File: src/design/fsp_cfg.svh
// Behaviour
// - Page write stores page buffer into page named by pointer page field only.
// - Page write or erase holds busy and flash_section_busy until done.
// - Range CRC sets busy, halts processor, leaves checksum in data reg.
// - Range CRC aborts unless all boot lock bits are unprogrammed.
// - Erase-application erases whole section, busy and processor halted throughout.
// - Section page erase clears one pointer-selected page, busy and section busy set.
// - Invalid or wrong-section page address aborts section page commands.
// - Erase-and-write erases then programs the page atomically, busy flags set.
// - Section CRC on execute sets busy, halts processor, leaves checksum.
// - Signature row erase on store keeps busy and processor halted until done.
// - Signature write halted, then page buffer clear with processor running, busy held.
// - Signature read command redirects program load to signature row byte.
// - Triggers: execute bit, program load, or program store per command.
// - Command 0x00 no operation, 0x07 read fuses, 0x08 write lock bits.
// - Read fuses halts, unprotected; write lock bits no halt, protected.
// - Fuse read uses address reg, lock write takes its value from data reg; fuse result into data reg.
// - Commands 0x22 erase, 0x24 write, 0x25 erase-write application page.
// - Commands 0x3a range CRC, 0x38 application CRC, 0x39 boot CRC.
// - Range CRC addresses are flash byte addresses.
`ifndef FSP_CFG_SVH
`define FSP_CFG_SVH
// ----------------------------------------
// register byte offsets
// ----------------------------------------
`define FSP_OFF_CMD 8'h00
`define FSP_OFF_CTRLA 8'h04
`define FSP_OFF_STATUS 8'h08
`define FSP_OFF_ADDR 8'h0c
`define FSP_OFF_DATA 8'h10
`define FSP_OFF_GUARD 8'h14
// ----------------------------------------
// fields and values
// ----------------------------------------
`define FSP_CTRLA_EXEC 0
`define FSP_ST_BUSY 0
`define FSP_ST_FLASH_SECTION_BUSY 1
`define FSP_ST_HALT 2
`define FSP_ST_ABORT 3
`define FSP_ST_GUARD 4
`define FSP_GUARD_KEY 8'hd8
`define FSP_CMD_RST 7'h00
`define FSP_RESP_OK 2'b00
`define FSP_RESP_ERR 2'b10
// ----------------------------------------
// timing counts in cycles
// ----------------------------------------
`define FSP_GUARD_CYC 4
`define FSP_ERASE_CYC 16
`define FSP_WRITE_CYC 16
`define FSP_CLR_CYC 4
`define FSP_FUSE_CYC 2
`define FSP_LOCK_CYC 4
`endif

File: src/design/fsp_pkg.sv
package fsp_pkg;
	typedef enum logic [6:0] {
		cmd_nop = 7'h00, cmd_rd_usig = 7'h01, cmd_rd_psig = 7'h02,
		cmd_rd_fuse = 7'h07, cmd_wr_lock = 7'h08, cmd_er_usig = 7'h18,
		cmd_wr_usig = 7'h1a, cmd_er_app = 7'h20, cmd_er_apg = 7'h22,
		cmd_wr_apg = 7'h24, cmd_ew_apg = 7'h25, cmd_er_bpg = 7'h2a,
		cmd_wr_bpg = 7'h2c, cmd_ew_bpg = 7'h2d, cmd_crc_app = 7'h38,
		cmd_crc_boot = 7'h39, cmd_crc_rng = 7'h3a
	} fsp_cmd_e;
	typedef enum logic [1:0] {
		trg_none, trg_exec, trg_store, trg_load
	} fsp_trig_e;
	typedef enum logic [2:0] {
		st_idle, st_erase, st_write, st_crc, st_clr, st_fuse, st_lock
	} fsp_state_e;
endpackage

File: src/design/fsp_seq.sv
// Added by the designer: the register offsets and the AXI4-Lite interface to the registers.
`include "fsp_cfg.svh"
module fsp_seq #(
	parameter int ADDR_W = 16,
	parameter int PAGE_B = 8,
	parameter int NUM_PAGES = 256,
	parameter int BOOT_PAGE = 240,
	parameter int ERASE_CYC = `FSP_ERASE_CYC,
	parameter int WRITE_CYC = `FSP_WRITE_CYC
) (
	// clock and reset
	input wire logic aclk,
	input wire logic aresetn,
	// axi4-lite slave
	input wire logic [7:0] s_axi_awaddr,
	input wire logic s_axi_awvalid,
	output logic s_axi_awready,
	input wire logic [31:0] s_axi_wdata,
	input wire logic [3:0] s_axi_wstrb,
	input wire logic s_axi_wvalid,
	output logic s_axi_wready,
	output logic [1:0] s_axi_bresp,
	output logic s_axi_bvalid,
	input wire logic s_axi_bready,
	input wire logic [7:0] s_axi_araddr,
	input wire logic s_axi_arvalid,
	output logic s_axi_arready,
	output logic [31:0] s_axi_rdata,
	output logic [1:0] s_axi_rresp,
	output logic s_axi_rvalid,
	input wire logic s_axi_rready,
	// processor side
	input wire logic pm_store,
	input wire logic pm_load,
	input wire logic [ADDR_W-1:0] pm_ptr,
	output logic pm_load_hit,
	output logic [7:0] pm_load_data,
	output logic cpu_halt,
	// flash array side
	output logic fl_erase,
	output logic fl_write,
	output logic fl_whole,
	output logic fl_sigrow,
	output logic [ADDR_W-PAGE_B-1:0] fl_page,
	output logic [ADDR_W-1:0] fl_rd_addr,
	input wire logic [7:0] fl_rd_data,
	output logic pb_clear,
	output logic flash_section_busy,
	// signature rows, fuses, locks
	input wire logic [7:0] sig_user_data,
	input wire logic [7:0] sig_prod_data,
	output logic [7:0] fuse_addr,
	input wire logic [7:0] fuse_data,
	output logic lock_wr,
	output logic [7:0] lock_wr_data,
	input wire logic [1:0] boot_lock_bits
);
	localparam int PW = ADDR_W - PAGE_B;
	localparam int CNT_W = 16;

	if (PAGE_B < 1 || PAGE_B >= ADDR_W || BOOT_PAGE >= NUM_PAGES ||
		NUM_PAGES > 2 ** PW || ERASE_CYC < 1 || WRITE_CYC < 1 ||
		ERASE_CYC >= 2 ** CNT_W || WRITE_CYC >= 2 ** CNT_W) begin : g_bad_param
		$error("fsp_seq: unsupported parameters");
	end

	typedef struct packed {
		fsp_pkg::fsp_state_e st;
		logic [6:0] cmd;
		logic [ADDR_W-1:0] addr;
		logic [31:0] data;
		logic abort;
		logic [3:0] guard;
		logic [CNT_W-1:0] cnt;
		logic [PW-1:0] page;
		logic whole;
		logic sig;
		logic then_wr;
		logic clr_after;
		logic halt;
		logic [ADDR_W-1:0] rd_ptr;
		logic [ADDR_W-1:0] end_ptr;
		logic issue;
		logic rd_pend;
		logic aw_got;
		logic [7:0] awaddr;
		logic w_got;
		logic [31:0] wdata;
		logic [3:0] wstrb;
		logic bvalid;
		logic [1:0] bresp;
		logic rvalid;
		logic [31:0] rdata;
		logic [1:0] rresp;
		logic ld_hit;
		logic [7:0] ld_data;
		logic lock_wr;
		logic pb_clr;
		logic [1:0] lk_s1;
		logic [1:0] lk_s2;
	} fsp_seq_s;

	fsp_seq_s s_r;
	fsp_seq_s s_nxt;
	logic [15:0] crc;
	logic crc_init;

	// ----------------------------------------
	// helpers
	// ----------------------------------------
	function automatic logic f_mapped(input logic [7:0] a);
		return a == `FSP_OFF_CMD || a == `FSP_OFF_CTRLA ||
			a == `FSP_OFF_STATUS || a == `FSP_OFF_ADDR ||
			a == `FSP_OFF_DATA || a == `FSP_OFF_GUARD;
	endfunction

	function automatic logic [31:0] f_merge(input logic [31:0] o,
		input logic [31:0] n, input logic [3:0] be);
		logic [31:0] r;
		r = o;
		for (int i = 0; i < 4; i++) begin
			if (be[i]) begin
				r[8*i +: 8] = n[8*i +: 8];
			end
		end
		return r;
	endfunction

	function automatic fsp_pkg::fsp_trig_e f_trig(input logic [6:0] c);
		case (c)
			fsp_pkg::cmd_rd_fuse, fsp_pkg::cmd_wr_lock,
			fsp_pkg::cmd_crc_app, fsp_pkg::cmd_crc_boot,
			fsp_pkg::cmd_crc_rng: return fsp_pkg::trg_exec;
			fsp_pkg::cmd_rd_usig, fsp_pkg::cmd_rd_psig:
				return fsp_pkg::trg_load;
			fsp_pkg::cmd_er_usig, fsp_pkg::cmd_wr_usig, fsp_pkg::cmd_er_app,
			fsp_pkg::cmd_er_apg, fsp_pkg::cmd_wr_apg, fsp_pkg::cmd_ew_apg,
			fsp_pkg::cmd_er_bpg, fsp_pkg::cmd_wr_bpg,
			fsp_pkg::cmd_ew_bpg: return fsp_pkg::trg_store;
			default: return fsp_pkg::trg_none;
		endcase
	endfunction

	function automatic logic f_prot(input logic [6:0] c);
		return c != fsp_pkg::cmd_rd_fuse;
	endfunction

	logic [PW-1:0] ptr_page;
	logic app_ok;
	logic boot_ok;
	logic w_fire;
	logic exec;
	logic trig;
	logic trig_ok;
	logic lock_free;
	logic [ADDR_W-1:0] app_end;
	logic [ADDR_W-1:0] boot_beg;
	logic [ADDR_W-1:0] boot_end;

	assign ptr_page = pm_ptr[ADDR_W-1:PAGE_B];
	assign app_ok = ptr_page < PW'(BOOT_PAGE);
	assign boot_ok = !app_ok && int'(ptr_page) < NUM_PAGES;
	assign app_end = ADDR_W'(BOOT_PAGE * (2 ** PAGE_B) - 1);
	assign boot_beg = ADDR_W'(BOOT_PAGE * (2 ** PAGE_B));
	assign boot_end = ADDR_W'(NUM_PAGES * (2 ** PAGE_B) - 1);
	assign lock_free = &s_r.lk_s2;
	assign w_fire = s_r.aw_got && s_r.w_got && !s_r.bvalid;
	assign exec = w_fire && s_r.awaddr == `FSP_OFF_CTRLA &&
		s_r.wstrb[0] && s_r.wdata[`FSP_CTRLA_EXEC];
	always_comb begin
		case (f_trig(s_r.cmd))
			fsp_pkg::trg_exec: trig = exec;
			fsp_pkg::trg_store: trig = pm_store;
			default: trig = 1'b0;
		endcase
	end
	assign trig_ok = s_r.guard != 4'h0 || !f_prot(s_r.cmd);
	assign crc_init = s_nxt.st == fsp_pkg::st_crc && s_r.st != fsp_pkg::st_crc;

	// ----------------------------------------
	// next state
	// ----------------------------------------
	always_comb begin
		s_nxt = s_r;
		s_nxt.lk_s1 = boot_lock_bits;
		s_nxt.lk_s2 = s_r.lk_s1;
		s_nxt.ld_hit = 1'b0;
		s_nxt.lock_wr = 1'b0;
		s_nxt.pb_clr = 1'b0;
		if (s_r.guard != 4'h0) begin
			s_nxt.guard = s_r.guard - 4'h1;
		end
		// bus write channel
		if (s_axi_awvalid && s_axi_awready) begin
			s_nxt.aw_got = 1'b1;
			s_nxt.awaddr = s_axi_awaddr;
		end
		if (s_axi_wvalid && s_axi_wready) begin
			s_nxt.w_got = 1'b1;
			s_nxt.wdata = s_axi_wdata;
			s_nxt.wstrb = s_axi_wstrb;
		end
		if (s_r.bvalid && s_axi_bready) begin
			s_nxt.bvalid = 1'b0;
		end
		if (w_fire) begin
			s_nxt.aw_got = 1'b0;
			s_nxt.w_got = 1'b0;
			s_nxt.bvalid = 1'b1;
			s_nxt.bresp = f_mapped(s_r.awaddr) ? `FSP_RESP_OK : `FSP_RESP_ERR;
			case (s_r.awaddr)
				`FSP_OFF_CMD: if (s_r.wstrb[0]) s_nxt.cmd = s_r.wdata[6:0];
				`FSP_OFF_ADDR: s_nxt.addr = ADDR_W'(f_merge(32'(s_r.addr),
					s_r.wdata, s_r.wstrb));
				`FSP_OFF_DATA: s_nxt.data = f_merge(s_r.data, s_r.wdata,
					s_r.wstrb);
				`FSP_OFF_STATUS: if (s_r.wstrb[0] &&
					s_r.wdata[`FSP_ST_ABORT]) s_nxt.abort = 1'b0;
				`FSP_OFF_GUARD: if (s_r.wstrb[0] &&
					s_r.wdata[7:0] == `FSP_GUARD_KEY) s_nxt.guard = 4'(`FSP_GUARD_CYC);
				default: ;
			endcase
		end
		// bus read channel
		if (s_r.rvalid && s_axi_rready) begin
			s_nxt.rvalid = 1'b0;
		end
		if (s_axi_arvalid && s_axi_arready) begin
			s_nxt.rvalid = 1'b1;
			s_nxt.rresp = f_mapped(s_axi_araddr) ? `FSP_RESP_OK : `FSP_RESP_ERR;
			case (s_axi_araddr)
				`FSP_OFF_CMD: s_nxt.rdata = {25'h0000000, s_r.cmd};
				`FSP_OFF_STATUS: s_nxt.rdata = {27'h0000000, s_r.guard != 4'h0,
					s_r.abort, s_r.halt, flash_section_busy,
					s_r.st != fsp_pkg::st_idle};
				`FSP_OFF_ADDR: s_nxt.rdata = 32'(s_r.addr);
				`FSP_OFF_DATA: s_nxt.rdata = s_r.data;
				default: s_nxt.rdata = 32'h00000000;
			endcase
		end
		// signature row read redirect
		if (pm_load && s_r.st == fsp_pkg::st_idle &&
			f_trig(s_r.cmd) == fsp_pkg::trg_load) begin
			s_nxt.ld_hit = 1'b1;
			s_nxt.ld_data = s_r.cmd == fsp_pkg::cmd_rd_usig ?
				sig_user_data : sig_prod_data;
		end
		// sequencer
		if (s_r.cnt != CNT_W'(0)) begin
			s_nxt.cnt = s_r.cnt - CNT_W'(1);
		end
		case (s_r.st)
			fsp_pkg::st_idle: begin
				s_nxt.halt = 1'b0;
				s_nxt.whole = 1'b0;
				s_nxt.sig = 1'b0;
				s_nxt.then_wr = 1'b0;
				s_nxt.clr_after = 1'b0;
				if (trig && trig_ok) begin
					s_nxt.guard = 4'h0;
					s_nxt.page = ptr_page;
					s_nxt.cnt = CNT_W'(ERASE_CYC - 1);
					case (s_r.cmd)
						fsp_pkg::cmd_er_app: begin
							s_nxt.whole = 1'b1;
							s_nxt.halt = app_ok;
							s_nxt.st = app_ok ? fsp_pkg::st_erase : fsp_pkg::st_idle;
							if (!app_ok) begin
								s_nxt.abort = 1'b1;
							end
						end
						fsp_pkg::cmd_er_apg, fsp_pkg::cmd_er_bpg,
						fsp_pkg::cmd_ew_apg, fsp_pkg::cmd_ew_bpg: begin
							if ((s_r.cmd[3] ? boot_ok : app_ok)) begin
								s_nxt.st = fsp_pkg::st_erase;
								s_nxt.then_wr = s_r.cmd[0];
							end else begin
								s_nxt.abort = 1'b1;
							end
						end
						fsp_pkg::cmd_wr_apg, fsp_pkg::cmd_wr_bpg: begin
							s_nxt.cnt = CNT_W'(WRITE_CYC - 1);
							if ((s_r.cmd[3] ? boot_ok : app_ok)) begin
								s_nxt.st = fsp_pkg::st_write;
							end else begin
								s_nxt.abort = 1'b1;
							end
						end
						fsp_pkg::cmd_er_usig: begin
							s_nxt.st = fsp_pkg::st_erase;
							s_nxt.sig = 1'b1;
							s_nxt.halt = 1'b1;
						end
						fsp_pkg::cmd_wr_usig: begin
							s_nxt.st = fsp_pkg::st_write;
							s_nxt.cnt = CNT_W'(WRITE_CYC - 1);
							s_nxt.sig = 1'b1;
							s_nxt.halt = 1'b1;
							s_nxt.clr_after = 1'b1;
						end
						fsp_pkg::cmd_crc_rng, fsp_pkg::cmd_crc_app,
						fsp_pkg::cmd_crc_boot: begin
							case (s_r.cmd)
								fsp_pkg::cmd_crc_rng: begin
									s_nxt.rd_ptr = s_r.addr;
									s_nxt.end_ptr = s_r.data[ADDR_W-1:0];
								end
								fsp_pkg::cmd_crc_app: begin
									s_nxt.rd_ptr = '0;
									s_nxt.end_ptr = app_end;
								end
								default: begin
									s_nxt.rd_ptr = boot_beg;
									s_nxt.end_ptr = boot_end;
								end
							endcase
							if (s_r.cmd == fsp_pkg::cmd_crc_rng && (!lock_free ||
								s_r.addr > s_r.data[ADDR_W-1:0])) begin
								s_nxt.abort = 1'b1;
							end else begin
								s_nxt.st = fsp_pkg::st_crc;
								s_nxt.halt = 1'b1;
								s_nxt.issue = 1'b1;
							end
						end
						fsp_pkg::cmd_rd_fuse: begin
							s_nxt.st = fsp_pkg::st_fuse;
							s_nxt.halt = 1'b1;
							s_nxt.cnt = CNT_W'(`FSP_FUSE_CYC - 1);
						end
						fsp_pkg::cmd_wr_lock: begin
							s_nxt.st = fsp_pkg::st_lock;
							s_nxt.cnt = CNT_W'(`FSP_LOCK_CYC - 1);
						end
						default: ;
					endcase
				end
			end
			fsp_pkg::st_erase: if (s_r.cnt == CNT_W'(0)) begin
				s_nxt.st = s_r.then_wr ? fsp_pkg::st_write : fsp_pkg::st_idle;
				s_nxt.cnt = CNT_W'(WRITE_CYC - 1);
			end
			fsp_pkg::st_write: if (s_r.cnt == CNT_W'(0)) begin
				s_nxt.st = s_r.clr_after ? fsp_pkg::st_clr : fsp_pkg::st_idle;
				s_nxt.halt = 1'b0;
				s_nxt.pb_clr = s_r.clr_after;
				s_nxt.cnt = CNT_W'(`FSP_CLR_CYC - 1);
			end
			fsp_pkg::st_clr: if (s_r.cnt == CNT_W'(0)) begin
				s_nxt.st = fsp_pkg::st_idle;
			end
			fsp_pkg::st_crc: begin
				s_nxt.rd_pend = s_r.issue;
				if (s_r.issue) begin
					if (s_r.rd_ptr == s_r.end_ptr) begin
						s_nxt.issue = 1'b0;
					end else begin
						s_nxt.rd_ptr = s_r.rd_ptr + ADDR_W'(1);
					end
				end else if (!s_r.rd_pend) begin
					s_nxt.data = {16'h0000, crc};
					s_nxt.st = fsp_pkg::st_idle;
				end
			end
			fsp_pkg::st_fuse: if (s_r.cnt == CNT_W'(0)) begin
				s_nxt.data = {24'h000000, fuse_data};
				s_nxt.st = fsp_pkg::st_idle;
			end
			fsp_pkg::st_lock: if (s_r.cnt == CNT_W'(0)) begin
				s_nxt.lock_wr = 1'b1;
				s_nxt.pb_clr = 1'b1;
				s_nxt.st = fsp_pkg::st_idle;
			end
			default: s_nxt.st = fsp_pkg::st_idle;
		endcase
		// halt and target flags drop with busy
		if (s_nxt.st == fsp_pkg::st_idle) begin
			s_nxt.halt = 1'b0;
			s_nxt.whole = 1'b0;
			s_nxt.sig = 1'b0;
			s_nxt.then_wr = 1'b0;
			s_nxt.clr_after = 1'b0;
		end
	end

	always_ff @(posedge aclk) begin
		if (!aresetn) begin
			s_r <= '0;
			s_r.st <= fsp_pkg::st_idle;
			s_r.cmd <= `FSP_CMD_RST;
		end else begin
			s_r <= s_nxt;
		end
	end

	fsp_crc16 u_crc (
		.aclk(aclk),
		.aresetn(aresetn),
		.init(crc_init),
		.en(s_r.rd_pend),
		.din(fl_rd_data),
		.crc(crc)
	);

	// ----------------------------------------
	// outputs
	// ----------------------------------------
	assign s_axi_awready = !s_r.aw_got && !s_r.bvalid;
	assign s_axi_wready = !s_r.w_got && !s_r.bvalid;
	assign s_axi_bvalid = s_r.bvalid;
	assign s_axi_bresp = s_r.bresp;
	assign s_axi_arready = !s_r.rvalid;
	assign s_axi_rvalid = s_r.rvalid;
	assign s_axi_rdata = s_r.rdata;
	assign s_axi_rresp = s_r.rresp;
	assign pm_load_hit = s_r.ld_hit;
	assign pm_load_data = s_r.ld_data;
	assign cpu_halt = s_r.halt;
	assign fl_erase = s_r.st == fsp_pkg::st_erase;
	assign fl_write = s_r.st == fsp_pkg::st_write;
	assign fl_whole = s_r.whole;
	assign fl_sigrow = s_r.sig;
	assign fl_page = s_r.page;
	assign fl_rd_addr = s_r.rd_ptr;
	assign pb_clear = s_r.pb_clr;
	assign flash_section_busy = (fl_erase || fl_write) && !s_r.sig;
	assign fuse_addr = s_r.addr[7:0];
	assign lock_wr = s_r.lock_wr;
	assign lock_wr_data = s_r.data[7:0];

	logic idle;
	assign idle = s_r.st == fsp_pkg::st_idle;
endmodule

File: src/design/fsp_crc16.sv
module fsp_crc16 (
	// clock and reset
	input wire logic aclk,
	input wire logic aresetn,
	// byte stream
	input wire logic init,
	input wire logic en,
	input wire logic [7:0] din,
	// result
	output logic [15:0] crc
);
	// ----------------------------------------
	// byte update, polynomial 0x1021
	// ----------------------------------------
	function automatic logic [15:0] f_upd(input logic [15:0] c,
		input logic [7:0] d);
		logic [15:0] r;
		r = c ^ {d, 8'h00};
		for (int i = 0; i < 8; i++) begin
			r = r[15] ? ((r << 1) ^ 16'h1021) : (r << 1);
		end
		return r;
	endfunction

	logic [15:0] crc_r;
	logic [15:0] crc_nxt;

	always_comb begin
		crc_nxt = crc_r;
		if (init) begin
			crc_nxt = 16'hffff;
		end else if (en) begin
			crc_nxt = f_upd(crc_r, din);
		end
	end

	always_ff @(posedge aclk) begin
		if (!aresetn) begin
			crc_r <= 16'hffff;
		end else begin
			crc_r <= crc_nxt;
		end
	end

	assign crc = crc_r;
endmodule

File: config.mk
export PLATFORM = sky130hd
export DESIGN_NAME = fsp_seq
export DESIGN_NICKNAME = d
export VERILOG_FILES = /design/src/design/fsp_pkg.sv /design/src/design/fsp_seq.sv /design/src/design/fsp_crc16.sv
export VERILOG_INCLUDE_DIRS = /design/src /design/src/design
export SDC_FILE = /design/constraint.sdc
export NUM_CORES = 1
export LEC_CHECK = 0
export BUFFER_PORTS_ARGS = -buffer_cell sky130_fd_sc_hd__clkbuf_2
export CORE_ASPECT_RATIO = 0.9
export CORE_MARGIN = 5
export CORE_UTILIZATION = 40
export CTS_CLUSTER_DIAMETER = 120
export DETAILED_ROUTE_END_ITERATION = 12
export PLACE_DENSITY = 0.68
export SYNTH_ARGS = -nofsm -noshare
export SYNTH_HDL_FRONTEND = slang
export SYNTH_SLANG_ARGS = --single-unit
File: constraint.sdc
create_clock -name aclk -period 6.2 [get_ports aclk]
set_input_delay 1.24 -clock aclk [delete_from_list [all_inputs] [get_ports aclk]]
set_output_delay 1.24 -clock aclk [all_outputs]
set_load 0.02 [all_outputs]
-- After elaboration in Yosys (flattened, before gate mapping)
Memories as Yosys holds them, arrays and structs flattened. A register that Yosys moved wholly into a read port is not among the register bits.
Index checks and enable logic that the tools add are counted.
- register bits: 241
- word-level logic and storage cells: 256
- input bits: 111
- memories: 2
- output and inout port bits: 98
- ROM bits: 256
- multiplexer cells: 86
- eq/ne operators: 45
- add/sub/neg operators: 3
- bitwise logic cells: 10
- magnitude comparators: 2
- reductions and logical operators: 73
- memories (memory ; words ; bits a word ; read ports ; clocked after memory_dff ; wr ports ; line ; RTL):
    (name not given) ; 64 ; 2 ; 1 ; 1 ; 0 ; fsp_seq.sv:130 ; case (c)
    (name not given) ; 64 ; 2 ; 1 ; 1 ; 0 ; fsp_seq.sv:130 ;
- operators by type and width (kind ; count):
    $mux 32 ; 4
    $pmux 32 s2 ; 2
    $pmux 32 s4 ; 1
    $mux 13 ; 8
    $mux 16 ; 5
    $eq 7x6->1 const B ; 10
    $mux 67 ; 1
    $pmux 16 s3 ; 1
    $mux 8 ; 5
    $mux 37 ; 1
    $mux 35 ; 1
    $mux 3 ; 11
    $mux 33 ; 1
    $eq 8x4->1 const B ; 4
    $eq 8x5->1 const B ; 4
    $pmux 16 s2 ; 1
    $mux 6 ; 4
    $not 3->3 ; 8
    $pmux 3 s8 ; 1
    $logic_and 1x1->1 ; 20
    $mux 1 ; 20
    $add 16x1->16 const B ; 1
    $eq 16x16->1 ; 1
    $eq 8x3->1 const B ; 2
    other kinds (45) ; 102

-- Longest topological paths before layout
- depth in word-level cells: 17
- depth in mapped cells: 13
- mapped depth without buffers: 9

-- By module
Synthesis repeated with hierarchy kept, for this count alone.
- cell total of the unflattened synthesis: 1466
- area, all modules: 12248.0 um^2
- by module, submodules not included (module ; times used ; cells each ; seq. area each (um^2) ; area an instance (um^2)):
    fsp_seq ; 1 ; 1386 ; 4504.3 ; 11318.4
    fsp_crc16 ; 1 ; 80 ; 320.3 ; 929.6

-- Worst setup path after synthesis
Ideal clock, no wire load.
- path type: input-to-reg
- start: input pm_ptr[15]
- end: register s_r, in the netlist fl_sigrow
- required time: 6.043 ns
- path slack: 3.182 ns
- buffers on the path: 1
- data arrival time: 2.861 ns
- library setup time: 0.157 ns
- stages on the path: 8
- cell sequence: nand4_1 xor2_1 or2_2 a221oi_1 o211ai_1 a21oi_1 clkbuf_1 a211oi_1
- cells in the longest elaborated chain, start to end: 9
- elaborated cells on any way between the ends: 11
- those cells by class: order compare: 1; mux: 7; reduce/logical: 3
- ends and longest elaborated chain (element ; line ; RTL):
    from (decl) ; fsp_seq.sv:35 ; input wire logic [ADDR_W-1:0] pm_ptr,
    $lt 8x8->1 * ; fsp_seq.sv:161 ; assign app_ok = ptr_page < PW'(BOOT_PAGE);
    $logic_not 1->1 ; - ;
    $mux 1 ; fsp_seq.sv:274, fsp_seq.sv:283 ;
    $mux 3, on equally long branches ; fsp_seq.sv:283, fsp_seq.sv:274 ;
    $pmux 3 s8 * ; fsp_seq.sv:263 ; case (s_r.cmd)
    $mux 3 * ; fsp_seq.sv:259 ; if (trig && trig_ok) begin
    $pmux 3 s5 * ; fsp_seq.sv:252 ; case (s_r.st)
    $logic_not 3->1 * ; fsp_seq.sv:377 ; if (s_nxt.st == fsp_pkg::st_idle) begin
    $reduce_or 2->1 (no source line) * ; - ;
    to (signal assigned) ; fsp_seq.sv:392 ; s_r <= s_nxt;
    to (decl) ; fsp_seq.sv:103 ; fsp_seq_s s_r;
Every way passes the cells marked *; elsewhere a longest branch is shown, timed or not.
A chain may end at the register's enable or synchronous reset.

-- Final worst setup path
- start: register s_r[223] in the netlist's numbering
- end: output flash_section_busy
- cells in the longest elaborated chain, start to end: 3
- elaborated cells on any way between the ends: 4
- those cells by class: eq/ne: 2; reduce/logical: 2
- ends and longest elaborated chain (element ; line ; RTL):
    $eq 3x1->1 / $eq 3x2->1 (equally long branches) ; fsp_seq.sv:419, fsp_seq.sv:420 ;
    $logic_or 1x1->1 * ; fsp_seq.sv:426 ; assign flash_section_busy = (fl_erase || fl_write) && !s_r.sig;
    $logic_and 1x1->1 * ; fsp_seq.sv:426 ;
    to (decl) ; fsp_seq.sv:48 ; output logic flash_section_busy,
Marks and branches as above.

==> metrics.md <==
| Metric | Value |
|---|---|
| First drt pass iteration count | 6 |
| Largest net degree at the start of global routing | 113 |
| Final period util | 0.572 |
| TritonCTS Buffers | 28 |
| Total negative slack | 0 ns |
| Htree depth | 1 |
| Post-DRT Antenna Nets | 0 |
| Area Overhead vs Synth | 11.9% |
| Req. time, crit path | 4.96 ns |
| F_max | about 280 MHz |
| Hold Crit Class | register to register |
| DRC | 0 |
| Starting Density | 0.407 |
| Number of synthesized flops with an enable pin | 0 |
| Top post-synthesis cells by area | dfxtp_1 38%, nand2_1 6.8%, a21boi_0 5.2%, buf_4 5.1%, mux2i_1 4.7% |
| Drt wl/cell | 17.7 microns |
| Post-route insts no fill | around 2.0k |
| Placed insts | approximately 2.0k |
| Endpoints failing hold | 0 |
| First-pass GRT wire length | roughly 56,000 microns |
| Final #Nets | 1,736 |
| Area of the die | 35,300 sq um |
| DR vias/cell | 5.37 |
| CTS Hold Bufs | 0 |
| R2R Setup Slk | between 2 and 3 ns |
| Mapped Area | 12,600 sq um |
| Peak VDD IR | 192 uV |
| Tmin final | 3.55 ns |
| Crit path kind | register to primary output |
| PostCTS Resize Cnt | 0 |
| I/O pin cnt | 209 |
| Root buf cell | clkbuf_16 |
| Final hold slack | 0.440 ns |
| P_leak | approximately 6.2 nW |
| Most used flip-flop cell after synthesis | dfxtp_1 |
| CTS clk-pin slew, worst paths | approximately 0.06 ns |
| Clk sinks | approximately 240 |
| Worst Clk Skew | 0.0104 ns |
| Type of origin of the critical path | register |
| Count leader, synth | dfxtp_1 |
| Share of layout cells above drive strength 1 | 0.170 |
| Post-Syn Instances | 1,530 |
| CTS tree | done |
| Crit path max fanout | 15 |
| Max-Cap Viols | 0 |
| Core box area | a little over 30,000 sq um |
| Commonest cells post-synth | 241 x dfxtp_1, 229 x nand2_1, 127 x nor2_1 |
| PD cells | 269 nW/um^2 |
| Die Y | 179 microns |
| Worst-Margin Slew | 1.18 ns |
| DR iter-0 viols | 808 |
| YS warnings | 0 |
| Hold_sp | s_nxt[1]$_SDFF_PN0_ |
| Initial antenna violation count | 1 |
| Unrepaired setup endpoints after global routing | no |
| Detailed Place HPWL | 26,500 microns |
| Final WL | 35,900 microns |
| Die width | 197 microns |
| Cell variety after synth | 73 |
| Hold path endpoint | s_r[1]$_SDFF_PN0_ |
| Clock Tree Buf Depth | 3 |
| Synthesized flop and latch total | 241 |
| Status | complete, no violations |
| Hold Path Depth | 1 |
| Via count | roughly 11k |
| Antenna cells | 0 |
| Core Rows | 61 |
| Seq/Total Area, Yosys | 0.381 |
| Reg2reg path depth | 7 |
| Grt ovf | 0 |
| CP Capture Type | primary output |
| Ys async rst share | 0 |
| Routability cong. | 0.901 |
| Leading area contributor after synthesis | dfxtp_1 |
| Crit path DAT | 2.31 ns |
| Clk_lat worst skew | 0.53 ns |
| Worst r2r dst | fl_rd_addr[3]$_SDFFE_PN0P_ |
| Vias in the first global route | a little over 10k |
| Post-CTS setup buffer count | 0 |
| Buffers on Ports | 198 |
| Slew margin rel. | 0.205 |
| Top cell type's share of synthesized area | 0.381 |
| Avg Cell Area, Syn | just over 8 sq um |
| # setup viols final | 0 |
| Total GRT Usage | 0.194 |
| Critical R2R Launch | s_r[97]$_SDFFE_PN0P_ |
| Max Slew Vio Count | 0 |
report_power, final:
part / switching (mW) / total [mW] / leakage [nW] / internal (mW)
logic: 0.305 / 0.535 / 3.77 / 0.230
clock network: 0.654 / 1.58 / 0.451 / 0.925
registers: 0.0738 / 1.70 / 1.95 / 1.63
metal layers:
metal / GRT usage / vias up / share of wire
met5: 0 / - / 0.00036
met4: 0.0560 / 2 / 0.028
met3: 0.0368 / 54 / 0.079
met2: 0.289 / 387 / 0.43
met1: 0.287 / 5115 / 0.46
li1: - / 5343 / -
flip-flops by register name, indices dropped and copies added (netlist names), 2 cells and up, named ones only:
name,cells
fl_page,8
pm_load_data,8
fl_rd_addr,16
s_nxt,2
fuse_addr,8
s_axi_rdata,32
s_r,131
lock_wr_data,8
u_crc.crc,16
worst max-delay path by stage:
| stage | start | to | slack [ns] |
|---|---|---|---|
| floorplan | pm_ptr[15] | fl_sigrow$_SDFFE_PP0P_ | 3.18 |
| global placement | pm_ptr[15] | u_crc.crc[11]$_SDFFE_PP1P_ | 2.49 |
| detailed placement | pm_ptr[15] | u_crc.crc[8]$_SDFFE_PP1P_ | 2.42 |
| CTS | s_r[223]$_SDFF_PN0_ | flash_section_busy | 2.66 |
| global route | s_r[97]$_SDFFE_PN0P_ | fl_rd_addr[3]$_SDFFE_PN0P_ | 2.44 |
| finish | s_r[223]$_SDFF_PN0_ | flash_section_busy | 2.65 |
cell families (layout without fill, tap and decap cells):
family,Yosys count,count (layout),share of synthesized area
multiplexers,62,62,0.0494
flip-flops,241,241,0.381
AO/OA/AOI/OAI,345,345,0.188
adder cells (fa/ha/maj),26,26,0.0257
XOR/XNOR,57,57,0.0395
buffers and inverters,207,296,0.0892
AND/OR/NAND/NOR,591,591,0.226
other,1,2,0.000297
worst max-delay path, stage by stage, from the launching register on:
cell and delay, ns:
dfxtp_1 0.62, clkinv_1 0.36, nand2_1 0.28, a21oi_1 0.14, nor2b_1 0.21, clkbuf_2 0.17
per-stage QoR:
stage	area, sq um	power (mW)	setup WS, ns	util
finish	14100	3.81	2.65	0.455
global route	14100	3.99	2.44	0.455
CTS	14100	3.85	2.66	0.455
detailed placement	13300	2.26	2.42	0.427
global placement	13300	2.24	2.49	0.427
floorplan	12700	2.13	3.18	-
final cells by class:
class / instances / area (sq um)
fillers: 3105 / 16900
multi-input cells: 1083 / 6710
flip-flops and latches: 241 / 4820
repair buffers: 209 / 1080
clock buffers: 39 / 823
well taps: 409 / 512
inverters: 36 / 135
clock inverters: 12 / 68.8
placed cells by master, fill, tap and decap left out, types with 14 or more instances in the layout:
cell	instances
nand4_1	15
clkbuf_2	197
o21ai_0	78
nand2_1	229
nand3_1	39
mux2i_1	59
a21boi_0	88
a211oi_1	14
nor3_1	29
nor2b_1	46
xnor2_1	45
o211a_1	28
a22oi_1	17
nor2_1	127
ha_1	26
a21oi_1	51
clkbuf_16	29
and2_1	32
dfxtp_1	241
inv_1	33
Note: power is estimated with default switching activity, not from simulation.
